File: src/hdl/ufi_pkg.sv
package ufi_pkg;

  // Register indices on the plain register port.
  localparam logic [3:0] ADDR_DATA     = 4'h0;
  localparam logic [3:0] ADDR_IER      = 4'h1;
  localparam logic [3:0] ADDR_IIR_FCR  = 4'h2;
  localparam logic [3:0] ADDR_LSR      = 4'h5;
  localparam logic [3:0] ADDR_EVT_STAT = 4'h8;
  localparam logic [3:0] ADDR_EVT_CLR  = 4'h9;
  localparam logic [3:0] ADDR_EVT_EN   = 4'hA;

  // Interrupt enable register fields.
  localparam int IER_RX_AVAIL = 0;
  localparam int IER_TX_EMPTY = 1;
  localparam int IER_PROG     = 7;

  // FIFO control register fields.
  localparam int FCR_FIFO_EN = 0;
  localparam int FCR_RX_RST  = 1;
  localparam int FCR_TX_RST  = 2;
  localparam int FCR_TET_LO  = 4;
  localparam int FCR_RT_LO   = 6;

  // Line status register fields.
  localparam int LSR_DATA_READY = 0;
  localparam int LSR_TX_HOLD    = 5;
  localparam int LSR_TX_IDLE    = 6;

  // Interrupt identity codes and the FIFO-on marker in bits 7 to 6.
  localparam logic [3:0] IIR_NONE     = 4'h1;
  localparam logic [3:0] IIR_RX_AVAIL = 4'h4;
  localparam logic [3:0] IIR_TX_EMPTY = 4'h2;
  localparam logic [1:0] IIR_FIFO_ON  = 2'h3;

  // Sticky event bits.
  localparam int EVT_W   = 3;
  localparam int EVT_RX  = 0;
  localparam int EVT_TX  = 1;
  localparam int EVT_OVR = 2;

  // Reset values.
  localparam logic [7:0]       IER_RST    = 8'h00;
  localparam logic [7:0]       FCR_RST    = 8'h00;
  localparam logic [EVT_W-1:0] EVT_EN_RST = 3'h0;

  // Trigger field codes.
  localparam logic [1:0] TRIG_C0 = 2'h0;
  localparam logic [1:0] TRIG_C1 = 2'h1;
  localparam logic [1:0] TRIG_C2 = 2'h2;

endpackage : ufi_pkg

File: src/hdl/ufi_core.sv
`timescale 1ns/1ps
// Summary of operation
// - With FIFOs on, receive-data-available rises when the receive fill reaches the receiver trigger level.
// - A pending receive-data-available interrupt reads as code 0100 in identity bits 3 to 0.
// - Line status bit 0 is set whenever received data is available.
// - A receive buffer read returns the single held character without FIFOs, or pops the oldest entry with them.
// - Receive-data-available clears on a buffer read without FIFOs, or when the fill drops below the trigger with them.
// - The FIFO control register holds a transmit empty trigger that sets the empty interrupt level in programmable mode.
// - Enable bit 7 turns programmable empty mode on, and while it is 0 the trigger acts as 00, meaning empty.
// - A pending transmit-holding-empty interrupt reads as its own identity code, 0010.
// - With FIFOs on, each holding register write pushes one character into the transmit FIFO, unless the FIFO is full.
// - Transmit-holding-empty clears on a holding write without FIFOs, or when the fill rises above the trigger with them.
// - Receive-data-available is asserted only while its enable bit is set.
// - Transmit-holding-empty is asserted only while its enable bit is set.
// - A FIFO control write can enable both FIFOs and reset their contents and pointers.
// - The transmit empty trigger sits in control bits 5 to 4 and selects empty, two, quarter and half full.
// - In programmable empty mode line status bit 5 shows transmit FIFO full rather than empty.
// - With FIFOs off through control bit 0, programmable mode is inactive and bit 5 and the interrupt mean empty.
module ufi_core #(
  parameter int DEPTH = 16
) (
  input  wire logic       core_clk,
  input  wire logic       rst,
  input  wire logic       ce,
  input  wire logic [3:0] reg_addr,
  input  wire logic [7:0] reg_wdata,
  input  wire logic       reg_wr,
  input  wire logic       reg_rd,
  output logic      [7:0] reg_rdata,
  input  wire logic [7:0] rx_char,
  input  wire logic       rx_char_valid,
  output logic            rx_char_ready,
  output logic      [7:0] tx_char,
  output logic            tx_char_valid,
  input  wire logic       tx_char_ready,
  output logic            irq
);

  localparam int AW = $clog2(DEPTH);
  localparam int CW = AW + 1;
  localparam logic [CW-1:0] DEPTH_C = CW'(DEPTH);
  localparam logic [CW-1:0] ONE_C   = CW'(1);

  logic [7:0]          ier_r;
  logic [7:0]          fcr_r;
  logic [7:0]          rx_mem [DEPTH];
  logic [7:0]          tx_mem [DEPTH];
  logic [AW-1:0]       rx_wp_r;
  logic [AW-1:0]       rx_rp_r;
  logic [CW-1:0]       rx_cnt_r;
  logic [AW-1:0]       tx_wp_r;
  logic [AW-1:0]       tx_rp_r;
  logic [CW-1:0]       tx_cnt_r;
  logic [ufi_pkg::EVT_W-1:0] evt_stat_r;
  logic [ufi_pkg::EVT_W-1:0] evt_en_r;
  logic                rx_pend_d_r;
  logic                tx_pend_d_r;
  logic [7:0]          rdata_nxt;

  logic                fifo_en;
  logic                prog_mode;
  logic [CW-1:0]       cap;
  logic [CW-1:0]       rx_lvl;
  logic [CW-1:0]       tx_lvl;
  logic                rx_cond;
  logic                tx_cond;
  logic                rx_pend;
  logic                tx_pend;
  logic                rx_full;
  logic                tx_full;
  logic                rx_push;
  logic                rx_pop;
  logic                tx_push;
  logic                tx_pop;
  logic                fcr_wr;
  logic                en_flip;
  logic                rx_clr;
  logic                tx_clr;
  logic [3:0]          iir_code;
  logic [ufi_pkg::EVT_W-1:0] evt_set;

  // Receiver trigger: one entry, quarter, half, two short of full.
  function automatic logic [CW-1:0] rx_trig_level(input logic [1:0] code);
    logic [CW-1:0] lvl;
    lvl = DEPTH_C - CW'(2);
    if (code == ufi_pkg::TRIG_C0) begin
      lvl = ONE_C;
    end else if (code == ufi_pkg::TRIG_C1) begin
      lvl = DEPTH_C >> 2;
    end else if (code == ufi_pkg::TRIG_C2) begin
      lvl = DEPTH_C >> 1;
    end
    return lvl;
  endfunction : rx_trig_level

  // Transmit empty trigger: empty, two entries, quarter, half full.
  function automatic logic [CW-1:0] tx_trig_level(input logic [1:0] code);
    logic [CW-1:0] lvl;
    lvl = DEPTH_C >> 1;
    if (code == ufi_pkg::TRIG_C0) begin
      lvl = '0;
    end else if (code == ufi_pkg::TRIG_C1) begin
      lvl = CW'(2);
    end else if (code == ufi_pkg::TRIG_C2) begin
      lvl = DEPTH_C >> 2;
    end
    return lvl;
  endfunction : tx_trig_level

  assign fifo_en   = fcr_r[ufi_pkg::FCR_FIFO_EN];
  // Programmable mode needs both the enable bit and the FIFOs.
  assign prog_mode = fifo_en & ier_r[ufi_pkg::IER_PROG];
  // Without FIFOs each side behaves as a single holding register.
  assign cap       = fifo_en ? DEPTH_C : ONE_C;
  assign rx_lvl    = rx_trig_level(fcr_r[ufi_pkg::FCR_RT_LO +: 2]);
  // A cleared mode bit forces the empty setting over the field.
  assign tx_lvl    = prog_mode ?
                     tx_trig_level(fcr_r[ufi_pkg::FCR_TET_LO +: 2]) :
                     '0;

  assign rx_full = (rx_cnt_r >= cap);
  assign tx_full = (tx_cnt_r >= cap);

  assign rx_cond = fifo_en ? (rx_cnt_r >= rx_lvl) : (rx_cnt_r != '0);
  assign tx_cond = (tx_cnt_r <= tx_lvl);
  assign rx_pend = rx_cond & ier_r[ufi_pkg::IER_RX_AVAIL];
  assign tx_pend = tx_cond & ier_r[ufi_pkg::IER_TX_EMPTY];

  // Receive data outranks transmit empty in the identity register.
  always_comb begin
    if (rx_pend) begin
      iir_code = ufi_pkg::IIR_RX_AVAIL;
    end else if (tx_pend) begin
      iir_code = ufi_pkg::IIR_TX_EMPTY;
    end else begin
      iir_code = ufi_pkg::IIR_NONE;
    end
  end

  assign fcr_wr  = reg_wr & (reg_addr == ufi_pkg::ADDR_IIR_FCR);
  // Toggling the FIFO enable empties both sides, since capacity changes.
  assign en_flip = fcr_wr & (reg_wdata[ufi_pkg::FCR_FIFO_EN] != fifo_en);
  assign rx_clr  = fcr_wr & (reg_wdata[ufi_pkg::FCR_RX_RST] | en_flip);
  assign tx_clr  = fcr_wr & (reg_wdata[ufi_pkg::FCR_TX_RST] | en_flip);

  assign rx_char_ready = ~rx_full;
  assign rx_push = rx_char_valid & ~rx_full & ~rx_clr;
  assign rx_pop  = reg_rd & (reg_addr == ufi_pkg::ADDR_DATA) &
                   (rx_cnt_r != '0) & ~rx_clr;
  assign tx_push = reg_wr & (reg_addr == ufi_pkg::ADDR_DATA) &
                   ~tx_full & ~tx_clr;
  assign tx_char_valid = (tx_cnt_r != '0);
  assign tx_pop  = tx_char_valid & tx_char_ready & ~tx_clr;
  assign tx_char = tx_mem[tx_rp_r];

  assign evt_set[ufi_pkg::EVT_RX]  = rx_pend & ~rx_pend_d_r;
  assign evt_set[ufi_pkg::EVT_TX]  = tx_pend & ~tx_pend_d_r;
  assign evt_set[ufi_pkg::EVT_OVR] = rx_char_valid & rx_full;
  assign irq = |(evt_stat_r & evt_en_r);

  // Control registers.
  always_ff @(posedge core_clk or posedge rst) begin
    if (rst) begin
      ier_r <= ufi_pkg::IER_RST;
      fcr_r <= ufi_pkg::FCR_RST;
    end else if (ce) begin
      if (reg_wr && reg_addr == ufi_pkg::ADDR_IER) begin
        ier_r <= reg_wdata;
      end
      // Reset bits are self-clearing actions and are not stored.
      if (fcr_wr) begin
        fcr_r <= reg_wdata & 8'hF1;
      end
    end
  end

  // Receive storage.
  always_ff @(posedge core_clk) begin
    if (ce && rx_push) begin
      rx_mem[rx_wp_r] <= rx_char;
    end
  end

  always_ff @(posedge core_clk or posedge rst) begin
    if (rst) begin
      rx_wp_r  <= '0;
      rx_rp_r  <= '0;
      rx_cnt_r <= '0;
    end else if (ce) begin
      if (rx_clr) begin
        rx_wp_r  <= '0;
        rx_rp_r  <= '0;
        rx_cnt_r <= '0;
      end else begin
        if (rx_push) begin
          rx_wp_r <= fifo_en ? rx_wp_r + AW'(1) : '0;
        end
        if (rx_pop) begin
          rx_rp_r <= fifo_en ? rx_rp_r + AW'(1) : '0;
        end
        if (rx_push && !rx_pop) begin
          rx_cnt_r <= rx_cnt_r + ONE_C;
        end else if (rx_pop && !rx_push) begin
          rx_cnt_r <= rx_cnt_r - ONE_C;
        end
      end
    end
  end

  // Transmit storage.
  always_ff @(posedge core_clk) begin
    if (ce && tx_push) begin
      tx_mem[tx_wp_r] <= reg_wdata;
    end
  end

  always_ff @(posedge core_clk or posedge rst) begin
    if (rst) begin
      tx_wp_r  <= '0;
      tx_rp_r  <= '0;
      tx_cnt_r <= '0;
    end else if (ce) begin
      if (tx_clr) begin
        tx_wp_r  <= '0;
        tx_rp_r  <= '0;
        tx_cnt_r <= '0;
      end else begin
        if (tx_push) begin
          tx_wp_r <= fifo_en ? tx_wp_r + AW'(1) : '0;
        end
        if (tx_pop) begin
          tx_rp_r <= fifo_en ? tx_rp_r + AW'(1) : '0;
        end
        if (tx_push && !tx_pop) begin
          tx_cnt_r <= tx_cnt_r + ONE_C;
        end else if (tx_pop && !tx_push) begin
          tx_cnt_r <= tx_cnt_r - ONE_C;
        end
      end
    end
  end

  // Sticky events; a new event in the clearing cycle survives.
  always_ff @(posedge core_clk or posedge rst) begin
    if (rst) begin
      evt_stat_r  <= '0;
      evt_en_r    <= ufi_pkg::EVT_EN_RST;
      rx_pend_d_r <= 1'b0;
      tx_pend_d_r <= 1'b0;
    end else if (ce) begin
      rx_pend_d_r <= rx_pend;
      tx_pend_d_r <= tx_pend;
      if (reg_wr && reg_addr == ufi_pkg::ADDR_EVT_CLR) begin
        evt_stat_r <= (evt_stat_r & ~reg_wdata[ufi_pkg::EVT_W-1:0]) |
                      evt_set;
      end else begin
        evt_stat_r <= evt_stat_r | evt_set;
      end
      if (reg_wr && reg_addr == ufi_pkg::ADDR_EVT_EN) begin
        evt_en_r <= reg_wdata[ufi_pkg::EVT_W-1:0];
      end
    end
  end

  // Read multiplexer, registered for the one-cycle read latency.
  always_comb begin
    rdata_nxt = 8'h00;
    if (reg_addr == ufi_pkg::ADDR_DATA) begin
      rdata_nxt = (rx_cnt_r != '0) ? rx_mem[rx_rp_r] : 8'h00;
    end else if (reg_addr == ufi_pkg::ADDR_IER) begin
      rdata_nxt = ier_r;
    end else if (reg_addr == ufi_pkg::ADDR_IIR_FCR) begin
      rdata_nxt = {fifo_en ? ufi_pkg::IIR_FIFO_ON : 2'h0, 2'h0,
                   iir_code};
    end else if (reg_addr == ufi_pkg::ADDR_LSR) begin
      rdata_nxt[ufi_pkg::LSR_DATA_READY] = (rx_cnt_r != '0);
      // Full in programmable mode lets software fill by polling.
      rdata_nxt[ufi_pkg::LSR_TX_HOLD] = prog_mode ? tx_full :
                                        (tx_cnt_r == '0);
      rdata_nxt[ufi_pkg::LSR_TX_IDLE] = (tx_cnt_r == '0);
    end else if (reg_addr == ufi_pkg::ADDR_EVT_STAT) begin
      rdata_nxt = {{(8-ufi_pkg::EVT_W){1'b0}}, evt_stat_r};
    end else if (reg_addr == ufi_pkg::ADDR_EVT_EN) begin
      rdata_nxt = {{(8-ufi_pkg::EVT_W){1'b0}}, evt_en_r};
    end
  end

  always_ff @(posedge core_clk or posedge rst) begin
    if (rst) begin
      reg_rdata <= 8'h00;
    end else if (ce) begin
      reg_rdata <= reg_rd ? rdata_nxt : 8'h00;
    end
  end

endmodule : ufi_core

File: config.mk
export PLATFORM = sky130hd
export DESIGN_NAME = ufi_core
export DESIGN_NICKNAME = d
export VERILOG_FILES = /design/src/hdl/ufi_pkg.sv /design/src/hdl/ufi_core.sv
export SDC_FILE = /design/constraint.sdc
export NUM_CORES = 1
export LEC_CHECK = 0
export ABC_AREA = 1
export BUFFER_PORTS_ARGS = -buffer_cell sky130_fd_sc_hd__buf_2
export CAP_MARGIN = 20
export CORE_MARGIN = 2
export CORE_UTILIZATION = 54
export CTS_CLUSTER_SIZE = 12
export DETAILED_ROUTE_END_ITERATION = 7
export MAX_ROUTING_LAYER = met4
export PLACE_DENSITY = 0.75
export SLEW_MARGIN = 15
export SYNTH_ARGS = -nofsm -noshare
export SYNTH_HDL_FRONTEND = slang
export SYNTH_SLANG_ARGS = --single-unit
File: constraint.sdc
create_clock -name core_clk -period 3.2 [get_ports core_clk]
set_input_delay 0.32 -clock core_clk [delete_from_list [all_inputs] [get_ports core_clk]]
set_output_delay 0.32 -clock core_clk [all_outputs]
set_load 0.01 [all_outputs]
* Word-level counts from Yosys, hierarchy flattened
Memory sizes are Yosys's and may differ from the RTL's.
Index checks and enable logic that the tools add are counted.
Widths: inputs -> output; s select.
** Word-level totals
- Bits of input ports :: 27
- Register bits :: 55
- Logic and storage cells :: 153
- Memories kept :: 2
- Output and inout port bits :: 19
- ROM bits :: 0
- Bits in latches :: 0
- Bits in writable memories :: 256
** Memory list
- rx_mem :: words 16, bits a word 8, rd ports 1, clocked after memory_dff 0, wr ports 1, RTL line ufi_core.sv:46 : logic [7:0] rx_mem [DEPTH];
- tx_mem :: words 16, bits a word 8, rd ports 1, clocked after memory_dff 0, wr ports 1, RTL line ufi_core.sv:47 : logic [7:0] tx_mem [DEPTH];
** Operators by class
- $lt $le $gt $ge :: 4
- Reductions and logical operators :: 35
- Div/mod/pow operators :: 0
- Multiplexer cells :: 47
- Bitwise operators :: 33
- Add/subtract/negate cells :: 8
- Equality and inequality tests :: 11
- Shift-type cells :: 0
- $mul :: 0
** Operator list (count)
- $mux 4 :: 17
- $mux 8 :: 6
- $mux 5 :: 9
- $and 1x1->1 :: 20
- $reduce_and 2->1 :: 9
- $add 4x1->4 const B :: 4
- $ge 5x5->1 :: 3
- $eq 4x4->1 const B :: 3
- $mux 3 :: 4
- $add 5x1->5 const B :: 2
- $reduce_bool 5->1 :: 2
- $sub 5x1->5 const B :: 2
- $logic_and 1x1->1 :: 9
- $mux 1 :: 8
- $reduce_bool 2->1 :: 4
- $and 3x3->3 :: 2
- $mux 2 :: 3
- $not 1->1 :: 6
- $or 3x3->3 :: 2
- $reduce_bool 3->1 :: 2
- $le 5x5->1 :: 1
- $logic_not 5->1 :: 1
- $eq 2x1->1 const B :: 2
- $eq 2x2->1 const B :: 2
- 10 further kinds :: 15

* Depth between registers and ports, before layout
- Depth in word-level cells :: 13
- Mapped depth :: 18

* Worst setup path before layout
No wires, ideal clock.
- Path type :: register to register
- Start :: register tx_cnt_r[0]
- End :: register tx_cnt_r[4]
- Arrival :: 2467 ps
- Cell stages (with the launch flop) :: 18
- Setup slack :: 657 ps
- Required time :: 3124 ps
- Library setup time :: 76 ps
- Clock period less this slack :: 2543 ps
- Cell sequence :: dfrtp_1 inv_1 ha_1 nor2_1 nand3_1 nand2_1 nand3_2 inv_1 nand2_1 fa_1 nand3_1 nand2_1 or2_2 nand2_1 inv_1 nand2_1 nand2_1 o21ai_1
** On the way
- Longest elaborated chain between the ends :: 8
** Ends and longest elaborated chain
- start: declaration :: RTL line ufi_core.sv:53 : logic [CW-1:0] tx_cnt_r;
- start signal: assignment :: RTL line ufi_core.sv:235 : tx_cnt_r <= tx_cnt_r + ONE_C;
- start signal: assignment :: RTL line ufi_core.sv:237 : tx_cnt_r <= tx_cnt_r - ONE_C;
- $ge 5x5->1 :: RTL line ufi_core.sv:122 : assign tx_full = (tx_cnt_r >= cap);
- $not 1->1 :: RTL line ufi_core.sv:151 : ~tx_full & ~tx_clr;
- $and 1x1->1 :: RTL line ufi_core.sv:150 : assign tx_push = reg_wr & (reg_addr == ufi_pkg::ADDR_DATA) &
- $and 1x1->1 :: RTL line ufi_core.sv:151
- $logic_not 1->1 :: RTL line ufi_core.sv:236 : end else if (tx_pop && !tx_push) begin
- $logic_and 1x1->1 :: RTL line ufi_core.sv:236
- $reduce_bool 3->1 (no line)
- $reduce_and 2->1 (no line)
Several ways; a longest one is shown, not always the timed one. The select of a mux whose other input is x is not followed.
A chain may end at the register's enable or synchronous reset.

* Worst setup path after layout
- Start :: register tx_rp_r[2]
- End :: output port tx_char[4]
** On the way
- Longest elaborated chain between the ends :: 1
** Ends and longest elaborated chain
- start: declaration :: RTL line ufi_core.sv:52 : logic [AW-1:0] tx_rp_r;
- start signal: assignment :: RTL line ufi_core.sv:232 : tx_rp_r <= fifo_en ? tx_rp_r + AW'(1) : '0;
- $mem_v2 16x8
- end: declaration :: RTL line ufi_core.sv:33 : output logic [7:0] tx_char,
No other way between the ends.

==> summary.md <==
| Metric | Value |
|---|---|
| Status | complete, no violations |
| Post-synthesis compound-gate area fraction | 0.07433 |
| Horiz. Die Dim | 164.2 um |
| Drt initial violations | 845 |
| Logic pwr share | 0.241 |
| CP endpoint kind | output port |
| Power Density | 688.4 nW/um^2 |
| Most common cell after layout, fill and taps aside | nand2_1 |
| Syn Nets | 1346 |
| DR pass1 iterations | 6 |
| F_max | 0.3310 GHz |
| Setup violators final | 0 |
| Initial core utilization | 0.5501 |
| Initial antenna violation count | 0 |
| N_diodes | 0 |
| Setup slack, reg-to-reg | 320 ps |
| Root Buffer Master | clkbuf_16 |
| Most used routing layer in global routing | met2 |
| RSZ-0062 raised after global routing | no |
| Pleak | 0.006151 uW |
| #FFs+latches synth | 311 |
| DP Wirelength | 20200 um |
| Sequential cell fraction of total power | 0.449 |
| Die Height | 164.2 um |
| Post-synthesis mux area share | 0.0008129 |
| Post-Synth XOR/XNOR Area | 0.006322 |
| Num CTS Buffers | 31 |
| Vias post-DR | 9698 |
| Sw Ratio | 0.3106 |
| Seq/Total Area, Yosys | 0.6543 |
| Placement Cell Area | 14640 sq um |
| CP Class | reg -> out |
| Worst path cell trace | nand2_1 -> a21oi_1 -> a221oi_1 -> o21ai_0 -> nand2_1 -> buf_2 |
| Share of cells above drive strength 1 | 0.1253 |
| Io pins | 46 |
| Internal power | 7396 uW |
| Nets | 1423 |
| Post-route ant nets | 0 |
| Setup_tns | 0 ps |
| GRT Total Usage | 0.2410 |
| Worst hold path startpoint | rx_char_valid |
| CP top delay family | flip-flops |
| Die ar. | 26950 sq um |
| CTS Buffer Depth | 3 |
| Number of buffers and inverters on the critical path | 1 |
| Worst slew pin tran | 846.9 ps |
| Post-CTS resize count | 0 |
| Setup crit start kind | register |
| Simple-gate share of the synthesized area | 0.1929 |
| Skew-Pair Late Insertion Delay | 550 ps |
| Slowest CP cell | dfrtp_1 |
| Min Tclk post-route | 3021 ps |
| Area of the multi-input gates | 4204 sq um |
| Slew margin rel. | 0.4345 |
| Routed Wire Length | 31300 um |
| CTS tree | yes |
| Net switching power | 3332 uW |
| Register Area | 9066 sq um |
| First-pass GRT wire length | 48660 um |
| Met2 Use GR | 0.4070 |
| Largest family of logic cells by synthesized area | simple AND/OR/NAND/NOR gates |
| RR Startpoint | rx_cnt_r[0] |
| Tcrit/Tclk final | 0.9441 |
| Clock Sinks | 311 |
| Critical path's largest stage delay | 720 ps |
| Min-Delay Path Class | in -> reg |
| Hold depth | 3 |
| WHS Endpoint | evt_stat_r[2] |
| H-tree depth | 1 |
| Number of library cell types mapped by synthesis | 41 |
| Post-synthesis cell count | 1288 |
| Clock Pin Slew Worst Setup and Hold Paths | 60 ps |
| WP data arrival | 2700 ps |
| FF-to-FF path depth | 15 |
| Worst-path fanout max | 13 |
| Grt met3 use | 0.03232 |
| Max-slew violations | 0 |
| Vias per Instance | 5.642 |
| Gpl congestion | 0.8483 |
| Worst VDD drop | 498.6 uV |
| Wire per inst | 18.21 um |
| Adder-cell area share of the yosys netlist | 0.02908 |
| Postcts setup bufs | 0 |
| Cell repeated most along the worst path | nand2_1 |
| Gr ovfl total | 0 |
| Fill cells | 1920 |
| Remaining DRCs | 0 |
| Number of global-route vias before repair | 9212 |
| Clock Skews | 16.54 ps |
| Clock power frac | 0.310 |
| Ys Warns | 0 |
| P&R area growth vs syn | 12.48% |
| Post-route cell area | 15580 sq um |
| Num rows | 58 |
| MaxCap Viol Count | 0 |
| Fin. Hold Viols | 0 |
| Reg2Reg Capture Point | rx_cnt_r[4] |
| IO buf count | 45 |
| Core footprint | 25180 sq um |
| Commonest non-fill, non-tap cells in the layout | 325 x nand2_1, 256 x edfxtp_1, 119 x nor2_1, 118 x nand3_1, 93 x o21ai_0 |
| Critical path data required time | 2880 ps |
| Largest net degree at the start of global routing | 73 |
| Avg Cell Area, Syn | 10.76 sq um |
| Synth Cell Area | 13850 sq um |
| Met1 Usage GRT | 0.3034 |
sequential cells by signal, summed over array words and instances, names as in the netlist:
register and flops:
rx_cnt_r 5, tx_cnt_r 5, rx_mem 128, tx_mem 128, fcr_r 5, evt_stat_r 3
tx_wp_r 4, rx_wp_r 4, ier_r 8, rx_rp_r 4, evt_en_r 3, tx_pend_d_r 1
rx_pend_d_r 1, tx_rp_r 4, reg_rdata 8
power by group through the flow:
stage                     clock network [uW]  logic (uW)  registers [uW]
after floorplan                            0        1870            4800
after global placement                     0        2480            4880
after detailed placement                   0        2560            4890
after CTS                               3360        2590            4810
after global routing                    3540        2920            4840
final                                   3320        2590            4820
worst max-delay path by stage:
stage	startpoint	slack (ps)	cells past startpoint	end
after global routing	rx_cnt_r[0]	110	15	rx_cnt_r[4]
final	tx_rp_r[2]	180	6	tx_char[4]
after CTS	tx_rp_r[2]	250	6	tx_char[4]
after detailed placement	reg_wdata[0]	310	17	tx_cnt_r[4]
after floorplan	tx_cnt_r[0]	660	17	tx_cnt_r[4]
after global placement	reg_wdata[0]	470	17	tx_cnt_r[4]
cell families (layout without fill, tap and decap cells):
| group | after synthesis | after routing |
|---|---|---|
| buf+inv | 142 | 243 |
| compound gates | 183 | 183 |
| flops | 311 | 311 |
| simple gates | 610 | 610 |
| xor+xnor | 10 | 10 |
| mux | 1 | 1 |
| fa+ha+maj | 31 | 31 |
final cells by class:
cell class                      instances  area share
Sequential cell                       311      0.5818
Multi-Input combinational cell        835      0.2698
Clock buffer                           54     0.05918
Timing Repair Buffer                   93     0.03934
Tap cell                              330     0.02650
Inverter                               93     0.02256
Clock inverter                          3   0.0008030
cell usage after synthesis, drive strengths merged:
library cell | number | area, sq um
a21oi | 32 | 160.2
a221oi | 9 | 78.83
buf | 28 | 145.1
clkbuf | 21 | 88.83
clkinv | 5 | 18.77
dfrtp | 55 | 1376
edfxtp | 256 | 7687
fa | 2 | 40.04
ha | 29 | 362.9
inv | 88 | 332.8
mux2 | 1 | 11.26
nand2 | 330 | 1261
nand3 | 126 | 685.7
nand3b | 5 | 50.05
nand4 | 6 | 37.54
nor2 | 132 | 568.1
nor3 | 8 | 51.30
o211ai | 10 | 75.07
o21ai | 108 | 544.3
o221a | 1 | 11.26
o221ai | 6 | 52.55
o22ai | 16 | 100.1
o31ai | 1 | 7.510
or2 | 3 | 18.77
xnor2 | 4 | 35.03
xor2 | 6 | 52.55
worst register-to-register path: cells and delay by family (launching register included):
kind | cells | cell delay [ps]
xor gates and xnor gates | 1 | 170
adders and majority gates | 2 | 750
DFF | 1 | 450
and+or+nand+nor | 8 | 950
AOI/OAI and AO/OA | 1 | 110
buffers and inverters | 3 | 370
layer usage:
layer  up-vias  routed length (um)
met4         0                1001
li1       4603                   -
met1      4664               12890
met2       363               15440
met5         -                   0
met3        68                1961
timing repair:
| action | in CTS | in global routing |
|---|---|---|
| hold buffers | 1 | 0 |
| setup endpoints to repair | 0 | 0 |
| hold endpoints to repair | 11 | 0 |
through the flow:
stage / setup slack [ps] / cells / hold slack [ps] / util / power (uW)
2_1_floorplan: 656.8 / 1288 / 418.9 / - / 6676
3_3_place_gp: 471.9 / 1661 / 273.2 / 0.5813 / 7363
3_5_place_dp: 311.8 / 1661 / 273.1 / 0.5813 / 7453
4_1_cts: 251.9 / 1719 / 32.83 / 0.6188 / 10760
5_1_grt: 112.8 / 1719 / 84.83 / 0.6188 / 11300
6_report: 178.8 / 1719 / 49.82 / 0.6188 / 10730
(Power assumes the default switching activity.)
